--- src/pkg/arc_pkg.sv ---
package arc_pkg;
    // number of initiating sources: 12 protective elements plus the binary input
    localparam int unsigned NSRC       = 13;
    localparam int unsigned BIN_SRC    = 12;          // index of the binary trip input
    localparam int unsigned SHOT_W     = 4;           // shot counts 0..9
    localparam logic [3:0]  MAX_SHOTS  = 4'h9;
    localparam logic [3:0]  LAST_OWN_DT = 4'h4;       // shots above this reuse dead time 4
    localparam int unsigned TMR_W      = 16;          // timer width in ticks
    // tick period: one enable per 50 us; keeps runs short, but caps
    // 16-bit timers at about 3.3 s
    localparam int unsigned TICK_NS    = 50000;
    localparam int unsigned CLK_NS     = 25;
    localparam int unsigned TICK_CYC   = TICK_NS / CLK_NS;
    localparam int unsigned TICK_W     = 16;
    // per-source mode codes
    localparam logic [1:0]  SRC_IGNORE   = 2'h0;
    localparam logic [1:0]  SRC_INITIATE = 2'h1;
    localparam logic [1:0]  SRC_BLOCK    = 2'h2;
    // sequencer states, one-hot
    typedef enum logic [5:0] {
        ARC_IDLE  = 6'h01,
        ARC_WOPEN = 6'h02,
        ARC_DEAD  = 6'h04,
        ARC_RECL  = 6'h08,
        ARC_WTRIP = 6'h10,
        ARC_DYN   = 6'h20
    } arc_state_t;
endpackage : arc_pkg

--- src/rtl/arc_timer.sv ---
// down-counting tick timer; load wins over count
module arc_timer (
    input  wire logic                          sys_clk,
    input  wire logic                          nrst,
    input  wire logic                          srst,     // synchronous clear
    input  wire logic                          load,     // start with new value
    input  wire logic                          stop,     // abandon count
    input  wire logic                          tick,     // one-cycle time base
    input  wire logic [arc_pkg::TMR_W-1:0]     value,
    output logic                               running,
    output logic                               expired   // one-cycle pulse
);
    logic [arc_pkg::TMR_W-1:0] cnt_reg;   // ticks still to go

    // counter; a zero load expires at the next tick
    always_ff @(posedge sys_clk or negedge nrst)
    begin
        if (!nrst)
        begin
            cnt_reg <= '0;
            running <= 1'b0;
            expired <= 1'b0;
        end
        else if (srst || stop)
        begin
            cnt_reg <= '0;
            running <= 1'b0;
            expired <= 1'b0;
        end
        else if (load)
        begin
            cnt_reg <= value;
            running <= 1'b1;
            expired <= 1'b0;
        end
        else if (running && tick)
        begin
            if (cnt_reg <= arc_pkg::TMR_W'(1))
            begin
                cnt_reg <= '0;
                running <= 1'b0;
                expired <= 1'b1;
            end
            else
            begin
                cnt_reg <= cnt_reg - arc_pkg::TMR_W'(1);
                expired <= 1'b0;
            end
        end
        else
        begin
            expired <= 1'b0;
        end
    end
endmodule : arc_timer

--- src/rtl/arc_seq.sv ---
// Notes on behaviour
// - shot counts zero to nine per program
// - ground program for single phase/ground pickups
// - phase program for multi-phase or other sources
// - program fixed before first reclose, kept after
// - four dead times, shots five-nine reuse fourth
// - dead time starts on open, then close
// - blocking timer starts with each close
// - blocking expiry returns idle, shots cleared
// - trip during blocking runs next shot
// - trip after last shot: dynamic block
// - fault after blocking expiry starts fresh
// - per-source initiate, ignore or block
// - external block input blocks statically when idle
// - breaker not ready blocks statically when idle
// - both shot counts zero blocks statically
// - no initiating source blocks statically
// - static block indication while condition persists
// - static block output disables dependent elements
// - binary trip input initiates like elements
// - dynamic block until closed and timer elapsed
module arc_seq (
    input  wire logic                          sys_clk,
    input  wire logic                          nrst,
    input  wire logic                          srst,            // synchronous reset
    // pickup of each source; [11:0] elements, [12] binary trip input
    input  wire logic [arc_pkg::NSRC-1:0]      src_pickup,
    input  wire logic [arc_pkg::NSRC-1:0]      src_is_ground,   // source is ground-path
    input  wire logic [arc_pkg::NSRC-1:0]      src_phase_a,     // source tied to phase a
    input  wire logic [arc_pkg::NSRC-1:0]      src_phase_b,
    input  wire logic [arc_pkg::NSRC-1:0]      src_phase_c,
    input  wire logic [2*arc_pkg::NSRC-1:0]    src_mode,        // two bits per source
    input  wire logic                          gnd_prog_input,  // binary start of ground prog
    input  wire logic                          trip,            // any protective trip
    input  wire logic                          pin_breaker_open, // breaker open pin
    input  wire logic                          pin_ext_block,   // external block pin
    input  wire logic                          pin_breaker_ready_input,
    input  wire logic                          bf_init,         // breaker-failure initiation
    input  wire logic [3:0]                    shots_phase,
    input  wire logic [3:0]                    shots_ground,
    input  wire logic [4*arc_pkg::TMR_W-1:0]   dead_phase,      // dead times 1..4
    input  wire logic [4*arc_pkg::TMR_W-1:0]   dead_ground,
    input  wire logic [arc_pkg::TMR_W-1:0]     block_time,
    input  wire logic [arc_pkg::TMR_W-1:0]     dyn_block_time,
    output logic                               close_cmd,       // one-cycle close pulse
    output logic                               static_block,    // indication and element gate
    output logic                               dyn_block,
    output logic                               seq_active,
    output logic                               prog_ground,     // 1 ground, 0 phase program
    output logic [3:0]                         shot_count
);
    arc_pkg::arc_state_t state_reg;
    arc_pkg::arc_state_t state_next;

    // synchronisers for pins: three flops, change when 2nd and 3rd agree
    logic [2:0] open_sy;
    logic [2:0] blk_sy;
    logic [2:0] rdy_sy;
    logic       open_reg;
    logic       blk_reg;
    logic       rdy_reg;

    always_ff @(posedge sys_clk or negedge nrst)
    begin
        if (!nrst)
        begin
            open_sy  <= 3'h0;
            blk_sy   <= 3'h0;
            rdy_sy   <= 3'h0;
            open_reg <= 1'b0;
            blk_reg  <= 1'b0;
            rdy_reg  <= 1'b0;
        end
        else
        begin
            open_sy <= {open_sy[1:0], pin_breaker_open};
            blk_sy  <= {blk_sy[1:0], pin_ext_block};
            rdy_sy  <= {rdy_sy[1:0], pin_breaker_ready_input};
            // glitch filter only looks at stages two and three
            if (open_sy[1] == open_sy[2])
                open_reg <= open_sy[2];
            if (blk_sy[1] == blk_sy[2])
                blk_reg <= blk_sy[2];
            if (rdy_sy[1] == rdy_sy[2])
                rdy_reg <= rdy_sy[2];
        end
    end

    // tick divider; every timer counts this enable
    logic [arc_pkg::TICK_W-1:0] div_reg;
    logic                       tick;

    always_ff @(posedge sys_clk or negedge nrst)
    begin
        if (!nrst)
        begin
            div_reg <= '0;
            tick    <= 1'b0;
        end
        else if (srst)
        begin
            div_reg <= '0;
            tick    <= 1'b0;
        end
        else if (div_reg == arc_pkg::TICK_W'(arc_pkg::TICK_CYC - 1))
        begin
            div_reg <= '0;
            tick    <= 1'b1;
        end
        else
        begin
            div_reg <= div_reg + arc_pkg::TICK_W'(1);
            tick    <= 1'b0;
        end
    end

    // source classification
    logic [arc_pkg::NSRC-1:0] init_en;    // sources set to initiate
    logic [arc_pkg::NSRC-1:0] block_en;   // sources set to block
    logic                     init_hit;
    logic                     block_hit;
    logic                     ground_kind;
    logic [1:0]               phase_sum;
    logic                     other_hit;

    always_comb
    begin
        for (int i = 0; i < arc_pkg::NSRC; i++)
        begin
            init_en[i]  = (src_mode[2*i +: 2] == arc_pkg::SRC_INITIATE);
            block_en[i] = (src_mode[2*i +: 2] == arc_pkg::SRC_BLOCK);
        end
    end

    logic [arc_pkg::NSRC-1:0] act;
    assign act       = src_pickup & init_en;
    // binary input counts like any element
    assign init_hit  = |act;
    assign block_hit = |(src_pickup & block_en);
    assign phase_sum = 2'(|(act & src_phase_a)) + 2'(|(act & src_phase_b))
                     + 2'(|(act & src_phase_c));
    // an element pickup tied to no phase and no ground (e.g. negative sequence)
    assign other_hit = |(act & ~src_is_ground & ~src_phase_a & ~src_phase_b & ~src_phase_c
                       & ~(arc_pkg::NSRC'(1) << arc_pkg::BIN_SRC));
    // ground: at most one phase, no other-kind, or the dedicated input
    assign ground_kind = gnd_prog_input
                       || ((phase_sum <= 2'h1) && !other_hit);

    // static block conditions
    logic static_cond;
    assign static_cond = (state_reg == arc_pkg::ARC_IDLE && (blk_reg || !rdy_reg))
                       || (shots_phase == 4'h0 && shots_ground == 4'h0)
                       || (init_en == '0);
    assign static_block = static_cond;

    // program and shot bookkeeping
    logic       prog_reg;
    logic [3:0] shot_reg;
    logic [3:0] shot_lim;
    logic [1:0] dt_idx;
    logic [arc_pkg::TMR_W-1:0] dead_val;

    // limit clipped at nine
    always_comb
    begin
        shot_lim = prog_reg ? shots_ground : shots_phase;
        if (shot_lim > arc_pkg::MAX_SHOTS)
        begin
            shot_lim = arc_pkg::MAX_SHOTS;
        end
    end

    // dead time selection; shots beyond four use the fourth
    assign dt_idx   = (shot_reg >= (arc_pkg::LAST_OWN_DT - 4'h1)) ? 2'h3 : shot_reg[1:0];
    assign dead_val = prog_reg ? dead_ground[arc_pkg::TMR_W*dt_idx +: arc_pkg::TMR_W]
                               : dead_phase[arc_pkg::TMR_W*dt_idx +: arc_pkg::TMR_W];

    // timers
    logic dead_load, blk_load, dyn_load, dead_run, blk_run, dyn_run;
    logic dead_exp, blk_exp, dyn_exp;

    arc_timer u_dead (
        .sys_clk (sys_clk), .nrst (nrst), .srst (srst), .load (dead_load),
        .stop    (state_next != arc_pkg::ARC_DEAD && state_reg == arc_pkg::ARC_DEAD),
        .tick    (tick), .value (dead_val), .running (dead_run), .expired (dead_exp)
    );
    arc_timer u_block (
        .sys_clk (sys_clk), .nrst (nrst), .srst (srst), .load (blk_load),
        .stop    (state_reg == arc_pkg::ARC_WTRIP && trip),
        .tick    (tick), .value (block_time), .running (blk_run), .expired (blk_exp)
    );
    arc_timer u_dyn (
        .sys_clk (sys_clk), .nrst (nrst), .srst (srst), .load (dyn_load),
        .stop    (state_reg == arc_pkg::ARC_DYN && (open_reg || bf_init)),
        .tick    (tick), .value (dyn_block_time), .running (dyn_run), .expired (dyn_exp)
    );

    // next-state logic
    always_comb
    begin
        state_next = state_reg;
        dead_load  = 1'b0;
        blk_load   = 1'b0;
        dyn_load   = 1'b0;
        case (state_reg)
            arc_pkg::ARC_IDLE:
            begin
                if (bf_init || (block_hit && !static_cond))
                    state_next = arc_pkg::ARC_DYN;
                else if (trip && init_hit && !static_cond)
                    state_next = arc_pkg::ARC_WOPEN;
            end
            arc_pkg::ARC_WOPEN:
            begin
                if (bf_init || block_hit || shot_lim == 4'h0)
                    state_next = arc_pkg::ARC_DYN;
                else if (open_reg)
                begin
                    state_next = arc_pkg::ARC_DEAD;
                    dead_load  = 1'b1;
                end
            end
            arc_pkg::ARC_DEAD:
            begin
                if (bf_init || block_hit)
                    state_next = arc_pkg::ARC_DYN;
                else if (dead_exp)
                begin
                    state_next = arc_pkg::ARC_WTRIP;
                    blk_load   = 1'b1;
                end
            end
            arc_pkg::ARC_WTRIP:
            begin
                if (bf_init || block_hit)
                    state_next = arc_pkg::ARC_DYN;
                else if (trip && shot_reg < shot_lim)
                    state_next = arc_pkg::ARC_WOPEN;
                else if (trip)
                    state_next = arc_pkg::ARC_DYN;
                else if (blk_exp)
                    state_next = arc_pkg::ARC_IDLE;
            end
            arc_pkg::ARC_DYN:
            begin
                // timer stops while breaker open, restarts once closed; closed and elapsed releases
                if (!open_reg && !dyn_run && !bf_init && !dyn_exp)
                    dyn_load = 1'b1;
                if (dyn_exp && !open_reg)
                    state_next = arc_pkg::ARC_IDLE;
            end
            default:
                state_next = arc_pkg::ARC_IDLE;
        endcase
    end

    // state register
    always_ff @(posedge sys_clk or negedge nrst)
    begin
        if (!nrst)
            state_reg <= arc_pkg::ARC_IDLE;
        else if (srst)
            state_reg <= arc_pkg::ARC_IDLE;
        else
            state_reg <= state_next;
    end

    // program choice: only before the first reclose
    always_ff @(posedge sys_clk or negedge nrst)
    begin
        if (!nrst)
            prog_reg <= 1'b0;
        else if (srst)
            prog_reg <= 1'b0;
        else if (shot_reg == 4'h0 && state_reg != arc_pkg::ARC_WTRIP
                 && state_reg != arc_pkg::ARC_DYN && init_hit)
            prog_reg <= ground_kind;
    end

    // shot counter and close pulse
    always_ff @(posedge sys_clk or negedge nrst)
    begin
        if (!nrst)
        begin
            shot_reg  <= 4'h0;
            close_cmd <= 1'b0;
        end
        else if (srst)
        begin
            shot_reg  <= 4'h0;
            close_cmd <= 1'b0;
        end
        else
        begin
            close_cmd <= blk_load;
            if (blk_load)
            begin
                shot_reg <= shot_reg + 4'h1;
            end
            else if (state_next == arc_pkg::ARC_IDLE)
            begin
                shot_reg <= 4'h0;
            end
        end
    end

    assign dyn_block   = (state_reg == arc_pkg::ARC_DYN);
    assign seq_active  = (state_reg != arc_pkg::ARC_IDLE) && !dyn_block;
    assign prog_ground = prog_reg;
    assign shot_count  = shot_reg;

    // close only follows an expired dead time
    close_after_dead_a: assert property (@(posedge sys_clk) disable iff (!nrst || srst)
        close_cmd |-> $past(dead_exp) && $past(state_reg) == arc_pkg::ARC_DEAD)
        else $error("close without dead time");
    // blocking timer runs right after a close
    block_with_close_a: assert property (@(posedge sys_clk) disable iff (!nrst || srst)
        close_cmd |-> blk_run)
        else $error("blocking timer not started");
    // expiry without trip returns idle with zero shots
    idle_on_expiry_a: assert property (@(posedge sys_clk) disable iff (!nrst || srst)
        (state_reg == arc_pkg::ARC_WTRIP && blk_exp && !trip && !bf_init && !block_hit)
        |=> state_reg == arc_pkg::ARC_IDLE && shot_reg == 4'h0)
        else $error("no return to idle");
    // trip with shots left continues the sequence
    next_shot_a: assert property (@(posedge sys_clk) disable iff (!nrst || srst)
        (state_reg == arc_pkg::ARC_WTRIP && trip && !bf_init && !block_hit
         && shot_reg < shot_lim) |=> state_reg == arc_pkg::ARC_WOPEN && !blk_run)
        else $error("next shot missed");
    // trip after last shot locks out
    final_trip_a: assert property (@(posedge sys_clk) disable iff (!nrst || srst)
        (state_reg == arc_pkg::ARC_WTRIP && trip && shot_reg >= shot_lim)
        |=> dyn_block)
        else $error("no lockout after final shot");
    // shot count never exceeds nine
    shot_bound_a: assert property (@(posedge sys_clk) disable iff (!nrst || srst)
        shot_count <= arc_pkg::MAX_SHOTS)
        else $error("shot count above nine");
    // statically blocked idle never starts
    static_hold_a: assert property (@(posedge sys_clk) disable iff (!nrst || srst)
        (state_reg == arc_pkg::ARC_IDLE && static_block && !bf_init)
        |=> state_reg == arc_pkg::ARC_IDLE)
        else $error("start while statically blocked");
    // zero shot counts block and keep an idle sequencer from starting
    zero_shots_a: assert property (@(posedge sys_clk) disable iff (!nrst || srst)
        (shots_phase == 4'h0 && shots_ground == 4'h0 && state_reg == arc_pkg::ARC_IDLE
         && !bf_init) |-> static_block ##1 state_reg == arc_pkg::ARC_IDLE)
        else $error("zero shots not blocked");
    // program stays put once closing has begun
    prog_stable_a: assert property (@(posedge sys_clk) disable iff (!nrst || srst)
        (shot_reg != 4'h0 && $past(shot_reg) != 4'h0) |-> $stable(prog_reg))
        else $error("program changed mid sequence");
endmodule : arc_seq

--- config.mk ---
export PLATFORM = sky130hd
export DESIGN_NAME = arc_seq
export DESIGN_NICKNAME = d
export VERILOG_FILES = /design/src/pkg/arc_pkg.sv /design/src/rtl/arc_timer.sv /design/src/rtl/arc_seq.sv
export SDC_FILE = /design/constraint.sdc
export NUM_CORES = 1
export LEC_CHECK = 0
export ABC_CLOCK_PERIOD_IN_PS = 2300
export BUFFER_PORTS_ARGS = -buffer_cell sky130_fd_sc_hd__clkbuf_2
export CAP_MARGIN = 10
export CORE_MARGIN = 5
export CORE_UTILIZATION = 46
export DETAILED_ROUTE_END_ITERATION = 7
export PLACE_DENSITY = 0.83
export REMOVE_ABC_BUFFERS = 1
export SLEW_MARGIN = 20
export SYNTH_ARGS = -nofsm -noshare
export SYNTH_HDL_FRONTEND = slang
export SYNTH_SLANG_ARGS = --single-unit
export TNS_END_PERCENT = 100
--- constraint.sdc ---
create_clock -name sys_clk -period 2.3 [get_ports sys_clk]
set_input_delay 0.345 -clock sys_clk [delete_from_list [all_inputs] [get_ports sys_clk]]
set_output_delay 0.345 -clock sys_clk [all_outputs]
set_load 0.01 [all_outputs]
==> results of run 1 <==
[metal layers]
metal  vias to the layer above  share of wire
met5                         -        0.00085
met4                         4          0.040
met3                       115           0.11
met2                       550           0.49
met1                      4214           0.36
li1                       4051              -
[logic make-up after synthesis]
logic type | count (synthesis)
AND/OR/NAND/NOR | 362
multiplexers | 60
buffers and inverters | 80
flip-flops | 95
other | 1
AO/OA/AOI/OAI | 236
adder cells (fa/ha/maj) | 16
XOR/XNOR | 17
[worst max-delay path, delay by kind of cell, from the launching register on]
kind                       cells  cell delay (ns)
and+or+nand+nor                2             0.71
muxes                          2             0.67
DFF                            1             0.42
AOI/OAI and AO/OA              2             0.34
adders and majority gates      1             0.20
buffers and inverters          1             0.19
[power breakdown]
group | internal (mW) | total [mW] | switching, mW
registers | 1.82 | 1.99 | 0.165
clock network | 0.878 | 1.55 | 0.673
logic | 1.07 | 2.23 | 1.17
total | 3.77 | 5.77 | 2.01
[metrics by stage]
stage,hold WS [ns],setup WS (ns),area [µm²]
floorplan,0.0494,-1.17,7310
global placement,0.286,-0.284,9680
detailed placement,0.291,-0.470,9680
CTS,0.0905,-0.228,10300
global route,0.0897,-0.335,10500
finish,0.0980,-0.328,10500
[synthesized netlist by cell type, types with 13 or more instances]
master,number,area (µm²)
dfrtp_1,94,2350
nand2_1,79,297
nor2_1,64,240
o21ai_0,57,285
a21oi_1,51,255
nor3_1,47,235
inv_1,37,139
nor4_1,37,231
mux2i_1,30,300
a22oi_1,27,203
mux4_2,25,563
nand3_1,22,110
o22ai_1,19,119
clkbuf_1,18,67.6
and3_1,14,87.6
and3b_1,14,123
buf_2,13,65.1
ha_1,13,163
nand2b_1,13,81.3
nand4_1,13,81.3
[how the worst max path moves through the flow]
stage | start | depth (start not counted) | endpoint
after global routing | shot_count[0] | 8 | u_dead.cnt_reg[3]
final | shot_count[0] | 8 | u_dead.cnt_reg[3]
after floorplan | shot_count[0] | 6 | u_dead.cnt_reg[3]
after global placement | shot_count[0] | 9 | u_dead.cnt_reg[10]
after CTS | shot_count[0] | 8 | u_dead.cnt_reg[3]
after detailed placement | shot_count[0] | 8 | u_dead.cnt_reg[3]
[cell type report]
cell class,instances,area share
Antenna cell,1,0.000238
Clock buffer,12,0.0235
Clock inverter,4,0.00512
Inverter,39,0.0143
Multi-Input combinational cell,693,0.481
Sequential cell,95,0.226
Tap cell,216,0.0257
Timing Repair Buffer,380,0.224
[repair_timing]
action / CTS / global route
hold buffers: 1 / 0
buffers inserted: 2 / 13
gates cloned: 3 / 3
hold endpoints to repair: 26 / 0
gates resized for setup: 30 / 39
setup endpoints to repair: 21 / 39
pin swaps: 6 / 27
==> impl_results.md, run 1 <==
* Sequential-to-total area share from yosys stat at 0.316
* Initial DRT Pass Iterations at 8
* Layout Cells excl Fill at 1440
* Outcome: finished, violations left
* Post-synth EDFFs at 0
* Register bit count reported by yosys at 95
* Core Footprint at 0.0159 mm²
* Initial antenna violation count at 3
* Area share of xor/xnor cells in the synthesized design at 0.0198
* Busiest layer in global routing: met2
* Mapped Area at 0.00753 mm²
* Clock sinks at 95
* Reg2reg start: shot_count[0]
* Hold Crit Depth at 1
* Met2 usage at 0.497
* Clock transition at path regs at 0.08 ns
* Post-synth top flop: dfrtp_1
* Global-route wire length before repair at 42.7 mm
* Critical path startpoint category: flip-flop
* TritonCTS buffer count at 9
* Adder-cell share of the synthesized area at 0.0256
* Multiplexer share of the synthesized area at 0.122
* Final core utilization at 0.659
* Fin crit period at 2.63 ns
* CTS root buf: clkbuf_16
* Asr flop ratio synth at 1.00
* Fillers at 1242
* Row cnt at 46
* Worst Hold Endpoint: open_sy[0]
* Slowest-stage cell, CP: or4_4
* Critical path class: flip-flop to flip-flop
* Min-delay src: pin_breaker_open
* Final net count at 1499
* CTS tree: built
* Max-cap viol count at 0
* M3 GR Usage at 0.0824
* Largest net degree at the start of global routing at 46
* RSZ-0062 raised after global routing: yes
* Fraction of the mapped netlist area in compound gates at 0.204
* Worst rel slew slack at 0.584
* Slew Limit Fails at 0
* Arrival time worst endpoint at 2.89 ns
* Leading cell type in the layout, fill and taps excluded: clkbuf_2
* Met1 GRT Util at 0.341
* Synthesized area per cell at 8.68 µm²
* Crit-path max FO at 6
* CP Capture Type: flip-flop
* DR vias/cell at 6.20
* Count of final setup violators at 13
* Reg-to-reg endpoint: u_dead.cnt_reg[3]
* Multi-input gate area at 0.00505 mm²
* FMAX at 0.380 GHz
* Die width at 138 µm
* # DRC at 1
* P&R area growth vs syn at 39.5%
* Htree depth at 3
* Total track usage at 0.287
* Hold Vio Cnt, Final at 0
* Crit-path cells: ha_2 > or4_4 > buf_12 > mux2i_1 > mux4_2 > nor4_4 > a31oi_1 > a211oi_2
* Total power at 5.77 mW
* Depth of the worst register-to-register path at 8
* Vias in the first global route at 8557
* Yosys warnings at 0
* Simple-Gate Fraction of Synth Area at 0.263
* WL final at 29.3 mm
* Routability cong. at 0.903
* Port Buffers at 275
* DRT iter0 DRCs at 1025
* Worst skew pair latency at 0.36 ns
* Largest stage delay, worst path at 0.52 ns
* Syn Inst Count at 867
* Clk buf depth at 2
* Reg area at 0.00238 mm²
* Post-synth cell types at 72
* CP Data Required Time at 2.56 ns
* Failing checks: DRC, setup timing
* Least-Margin Pin Slew at 0.618 ns
* Largest family of logic cells by synthesized area: simple AND/OR/NAND/NOR gates
* Setup ws final at -0.328 ns
* Total grt overflow at 0
* Post-DRT Antenna Nets at 0
* Layout Skew at 0.0130 ns
* Starting utilization of the core area at 0.472
* Layout cells sized above 1 at 0.392
* WL/cell at 20.3 µm
* Leakage at 4.81 nW
* PD cells at 549 mW/mm²
* Die H at 138 µm
* Hpwl dp at 21.6 mm
* Routed via count at 8934
* DIE AREA at 0.0190 mm²
* Boundary Pins at 277
* Fin crit share at 1.14
* FF-to-FF setup slack at -0.33 ns
* Worst VDD drop at 0.000409 V
* Placed insts at 1404
* Commonest non-fill, non-tap cells in the layout: clkbuf_2, dfrtp_1, buf_4
* Min-Delay Path Class: primary input to flip-flop
* Total negative setup slack at -1.69 ns
(Power assumes the default switching activity.)
==> inputs of run 2 (changes only) <==
--- a/config.mk
+++ b/config.mk
@@ -16,5 +16,6 @@
 export SLEW_MARGIN = 20
 export SYNTH_ARGS = -nofsm -noshare
 export SYNTH_HDL_FRONTEND = slang
+export SYNTH_HIERARCHICAL = 1
 export SYNTH_SLANG_ARGS = --single-unit
 export TNS_END_PERCENT = 100
==> impl_results.md, run 2 <==
* Arrival time worst endpoint at 2.71 ns
* Vias in the first global route at 8575
* Yosys warnings at 6
* Reg area at 0.00238 mm²
* Sequential-to-total area share from yosys stat at 0.318
* Crit-path max FO at 7
* Least-Margin Pin Slew at 0.880 ns
* DR vias/cell at 6.36
* Antenna Cells at 0
* Layout Skew at 0.0128 ns
* Reg-to-reg endpoint: u_dead/cnt_reg[9]
* CTS tree: built
* CP Data Required Time at 2.55 ns
* Post-synth cell types at 87
* Fin crit share at 1.07
* Clock Power Share at 0.197
* Most area-hungry cell type in the Yosys netlist: dfrtp_1
* Routability cong. at 0.932
* P_sw at 3.53 mW
* Post-synth EDFFs at 0
* FMAX at 0.406 GHz
* Synth cell count leaders: dfrtp_1, nand2_1, nor2_1, nor4_1, inv_1
* Fillers at 1185
* Logic gate share of total power at 0.502
* Post-Place Cell Area at 0.00982 mm²
* Multi-input gate area at 0.00530 mm²
* Critical path startpoint category: flip-flop
* Crit-path leading delay family: simple AND/OR/NAND/NOR gates
* Boundary Pins at 277
* Sequential share of power at 0.301
* WL/cell at 21.4 µm
* Critical path class: flip-flop to flip-flop
* Initial antenna violation count at 0
* Largest net degree at the start of global routing at 48
* Final core utilization at 0.695
* Total power at 8.38 mW
* Worst VDD drop at 0.000489 V
* Outcome: finished, violations left
* Buffers and inverters on the worst path at 2
* Htree depth at 3
* Final net count at 1458
* Die H at 137 µm
* Fin crit period at 2.46 ns
* PD cells at 759 mW/mm²
* # DRC at 0
* Failing checks: setup timing
* Setup ws final at -0.161 ns
* Depth of the worst register-to-register path at 12
* Initial DRT Pass Iterations at 6
* Max-cap viol count at 0
* Leading cell type in the layout, fill and taps excluded: clkbuf_2
* TritonCTS buffer count at 9
* Layout cells sized above 1 at 0.497
* Min-Delay Path Class: primary input to async pin
* Global-route wire length before repair at 42.7 mm
* Synthesized area per cell at 9.50 µm²
* DRT iter0 DRCs at 826
* Syn Inst Count at 787
* Die width at 137 µm
* Worst skew pair latency at 0.36 ns
* Count of final setup violators at 37
* Total track usage at 0.284
* Post-DRT Antenna Nets at 0
* DIE AREA at 0.0189 mm²
* Total grt overflow at 0
* Area contributors post-synth: dfrtp_1, mux4_2, nand2_1, nor4_1, a22oi_1
* Post-route cell area at 0.0110 mm²
* Post-synth top flop: dfrtp_1
* Layout Cells excl Fill at 1398
* CP Capture Type: flip-flop
* Row cnt at 46
* Largest stage delay, worst path at 0.42 ns
* Leakage at 5.11 nW
* Starting utilization of the core area at 0.470
* Placed insts at 1347
* Commonest non-fill, non-tap cells in the layout: clkbuf_2, buf_4, dfrtp_1
* Worst rel slew slack at 0.408
* Switching share of power at 0.421
* Int Power at 4.85 mW
* CTS root buf: clkbuf_16
* Slowest-stage cell, CP: dfrtp_1
* Clk buf depth at 2
* Core Footprint at 0.0159 mm²
* Mapped Area at 0.00747 mm²
* Most frequent cell after synthesis: dfrtp_1
* FF-to-FF setup slack at -0.16 ns
* Routed via count at 8893
* Slew Limit Fails at 0
* WL final at 29.9 mm
* Reg2reg start: state_reg[2]
* Share of the synthesized area in the top cell type at 0.315
* Asr flop ratio synth at 1.00
* Hold_ws at 0.0163 ns
* RSZ-0062 raised after global routing: yes
* Port Buffers at 275
* Hold Vio Cnt, Final at 0
* Hpwl dp at 21.0 mm
* Clock transition at path regs at 0.08 ns
* Crit-path cells: nor3_2 > and3_4 > nand3_4 > nand2_4 > a21boi_4 > or3_4 > a21oi_4 > buf_12 > buf_4 > nor4_4 > a22o_1 > a21o_1
* Clock sinks at 95
* P&R area growth vs syn at 47.7%
* Register bit count reported by yosys at 95
run 2: cell types whose count changed after synthesis, sizes merged, moves of 10 or more:
cell,change
nor2,-10
o21ai,-26
a31oi,-10
a21oi,-28
mux2,+14
nor3,-24
mux2i,-27
run 2: power groups by stage:
stage,clock [mW],combinational (mW),sequential [mW]
finish,1.65,4.21,2.53
global route,1.72,4.51,2.57
detailed placement,0,3.50,2.46
floorplan,0,2.27,2.39
global placement,0,3.42,2.45
CTS,1.66,3.64,2.44
run 2: stage by stage:
step                       TNS, ns  worst slack [ns]
after floorplan             -41.62             -1.55
after global placement       -8.87            -0.356
after detailed placement    -12.36            -0.450
after CTS                 -0.00334          -0.00334
after global routing         -5.04            -0.202
final                        -2.04            -0.161
run 2: worst register-to-register path: stages (launching register included):
cell	delay (ns)
dfrtp_1	0.42
nor3_2	0.23
and3_4	0.23
nand3_4	0.10
nand2_4	0.09
a21boi_4	0.05
or3_4	0.40
a21oi_4	0.18
buf_12	0.15
buf_4	0.12
nor4_4	0.03
a22o_1	0.19
a21o_1	0.15
run 2: worst max path at each step:
stage | startpoint | endpoint | depth (start not counted)
2_1_floorplan | prog_ground | u_dead/cnt_reg[10] | 7
3_5_place_dp | src_pickup[10] | u_block/cnt_reg[13] | 12
6_report | state_reg[2] | u_dead/cnt_reg[9] | 12
5_1_grt | state_reg[2] | u_dead/cnt_reg[7] | 11
4_1_cts | state_reg[0] | u_block/cnt_reg[11] | 9
3_3_place_gp | src_pickup[0] | u_block/cnt_reg[7] | 13
run 2: kinds of logic after synthesis:
| group | share of synthesized area |
|---|---|
| AND/OR/NAND/NOR | 0.254 |
| multiplexers | 0.129 |
| adder cells (fa/ha/maj) | 0.0258 |
| buffers and inverters | 0.0445 |
| other | 0.000502 |
| flip-flops | 0.318 |
| XOR/XNOR | 0.0176 |
| AO/OA/AOI/OAI | 0.210 |
run 2: layout make-up:
class / count / area share
Clock buffer: 10 / 0.0207
Timing Repair Buffer: 412 / 0.239
Clock inverter: 6 / 0.00827
Inverter: 36 / 0.0122
Tap cell: 216 / 0.0245
Multi-Input combinational cell: 623 / 0.480
Sequential cell: 95 / 0.216
run 2: what timing repair did:
item,4_1_cts,5_1_grt
buffers inserted,6,26
hold buffers,0,0
gates cloned,3,3
setup endpoints to repair,36,53
resized for setup,19,98
pin swaps,6,56
run 2: layer usage:
| metal | global-route usage | wire length, µm |
|---|---|---|
| met3 | 0.0581 | 3100 |
| met1 | 0.341 | 10700 |
| met2 | 0.492 | 14800 |
| met5 | 0 | 0 |
| met4 | 0.124 | 1220 |
==> inputs of run 3 (changes only) <==
--- a/config.mk
+++ b/config.mk
@@ -11,7 +11,8 @@
 export CORE_MARGIN = 5
 export CORE_UTILIZATION = 46
 export DETAILED_ROUTE_END_ITERATION = 7
-export PLACE_DENSITY = 0.83
+export PLACE_DENSITY = 0.81
+export RECOVER_POWER = 100
 export REMOVE_ABC_BUFFERS = 1
 export SLEW_MARGIN = 20
 export SYNTH_ARGS = -nofsm -noshare
==> impl_results.md, run 3 (synthesized netlist as in run 2, its figures left out) <==
* Outcome: finished, violations left
* Failing checks: setup timing
* Min-Delay Path Class: primary input to flip-flop
* Reg area at 0.00238 mm²
* Leading cell type in the layout, fill and taps excluded: clkbuf_2
* Starting utilization of the core area at 0.470
* Htree depth at 3
* Leakage at 5.01 nW
* Core Footprint at 0.0159 mm²
* Port Buffers at 275
* Arrival time worst endpoint at 2.75 ns
* Boundary Pins at 277
* Max-cap viol count at 0
* Fin crit period at 2.51 ns
* Worst setup path startpoint: state_reg[4]
* Sequential share of power at 0.304
* Layout Skew at 0.00781 ns
* Largest net degree at the start of global routing at 96
* Multi-input gate area at 0.00517 mm²
* Worst Setup EP: u_dead/cnt_reg[5]
* PD cells at 764 mW/mm²
* Logic gate share of total power at 0.510
* Setup ws final at -0.206 ns
* RSZ-0062 raised after global routing: yes
* CTS tree: built
* Met1 Wirelength at 10.8 mm
* FMAX at 0.399 GHz
* Worst VDD drop at 0.000502 V
* Depth of the worst register-to-register path at 12
* Clock Power Share at 0.186
* Fillers at 1192
* Initial DRT Pass Iterations at 6
* Commonest non-fill, non-tap cells in the layout: clkbuf_2, buf_4, dfrtp_1
* Layout cells sized above 1 at 0.482
* WL met2 at 14.0 mm
* Row cnt at 46
* Vias in the first global route at 8469
* Top layer in use: met4
* CP Capture Type: flip-flop
* Initial antenna violation count at 1
* # DRC at 0
* P_sw at 3.48 mW
* Final net count at 1455
* Die width at 137 µm
* Int Power at 4.75 mW
* Hpwl dp at 21.1 mm
* Least-Margin Pin Slew at 1.33 ns
* Slew Limit Fails at 0
* WL final at 28.8 mm
* Critical path class: flip-flop to flip-flop
* FF-to-FF setup slack at -0.21 ns
* Total negative setup slack at -3.30 ns
* CP Data Required Time at 2.54 ns
* Routed via count at 8797
* Hold Crit Depth at 1
* Switching share of power at 0.423
* CTS root buf: clkbuf_16
* TritonCTS buffer count at 9
* Clk buf depth at 2
* DIE AREA at 0.0189 mm²
* Total power at 8.23 mW
* WL/cell at 20.7 µm
* Total track usage at 0.288
* DRT iter0 DRCs at 809
* Cts hold-fix bufs at 0
* Total grt overflow at 0
* Met3 routed wirelength at 2.90 mm
* Clock sinks at 95
* DR vias/cell at 6.31
* Reg-to-reg endpoint: u_dead/cnt_reg[5]
* Clock transition at path regs at 0.07 ns
* P&R area growth vs syn at 44.0%
* Die H at 137 µm
* Fin crit share at 1.09
* Worst skew pair latency at 0.34 ns
* Routability cong. at 0.961
* Count of final setup violators at 27
* Crit-path max FO at 4
* Reg2reg start: state_reg[4]
* Hold Vio Cnt, Final at 0
* Worst rel slew slack at 0.110
* Global-route wire length before repair at 43.0 mm
* Critical path startpoint category: flip-flop
* Post-DRT Antenna Nets at 0
==> run 3: cell count changes in the layout (fill, tap and decap cells not counted), moves of 3 or more <==
cell      change
nor4_2        +3
buf_12        -7
clkbuf_2      -3
clkbuf_1      +6
buf_6         +3
==> run 3: final cells by class <==
type / instances / area share
timing repair buffer: 410 / 0.233
clock inverter: 3 / 0.00395
inverter: 36 / 0.0126
sequential: 95 / 0.221
multi-input combinational: 622 / 0.480
antenna: 1 / 0.000233
clock buffer: 12 / 0.0238
tap: 216 / 0.0251
==> run 3: worst min-delay path by stage <==
stage                            startpoint                to  slack, ns
CTS                                    nrst  u_dyn/cnt_reg[0]       0.09
global placement                  blk_sy[0]         blk_sy[1]       0.33
global route        pin_breaker_ready_input         rdy_sy[0]       0.10
finish              pin_breaker_ready_input         rdy_sy[0]       0.11
floorplan                              nrst           blk_reg       0.05
detailed placement                rdy_sy[0]         rdy_sy[1]       0.34
==> run 3: power by group through the flow <==
stage | Clock (mW) | Sequential (mW) | Combinational [mW]
2_1_floorplan | 0 | 2.39 | 2.27
3_3_place_gp | 0 | 2.44 | 3.48
3_5_place_dp | 0 | 2.46 | 3.59
4_1_cts | 1.55 | 2.44 | 3.76
5_1_grt | 1.62 | 2.54 | 4.44
6_report | 1.53 | 2.50 | 4.19
==> run 3: critical path, stage by stage, from the launching register on <==
cell	delay, ns
dfrtp_1	0.40
nor3_2	0.26
and3_4	0.25
nand3_4	0.11
nand2_2	0.10
a21boi_4	0.06
or3_4	0.39
a21oi_4	0.17
buf_4	0.15
buf_6	0.10
nor4_2	0.04
a22o_1	0.20
a21o_1	0.15
==> run 3: routing by layer <==
metal | up-vias | global-route usage
met1 | 4166 | 0.364
met4 | 0 | 0.114
met3 | 123 | 0.0453
met2 | 594 | 0.493
li1 | 3914 | -
met5 | - | 0
==> run 3: what timing repair did <==
action,4_1_cts,5_1_grt
cloned,1,1
pin swaps,16,25
endpoints found under the hold margin,0,0
setup endpoints to repair,35,55
resized for setup,33,64
buffers inserted,6,13
==> run 3: metrics by stage <==
| step | area [µm²] | setup slack [ns] | hold WS, ns | std cells | utilization |
|---|---|---|---|---|---|
| detailed placement | 9920 | -0.633 | 0.341 | 1361 | 0.625 |
| CTS | 10400 | -0.0934 | 0.0858 | 1383 | 0.656 |
| global route | 10800 | -0.254 | 0.100 | 1395 | 0.678 |
| finish | 10800 | -0.206 | 0.108 | 1395 | 0.678 |
| floorplan | 7280 | -1.55 | 0.0494 | 751 | - |
| global placement | 9920 | -0.605 | 0.333 | 1361 | 0.625 |
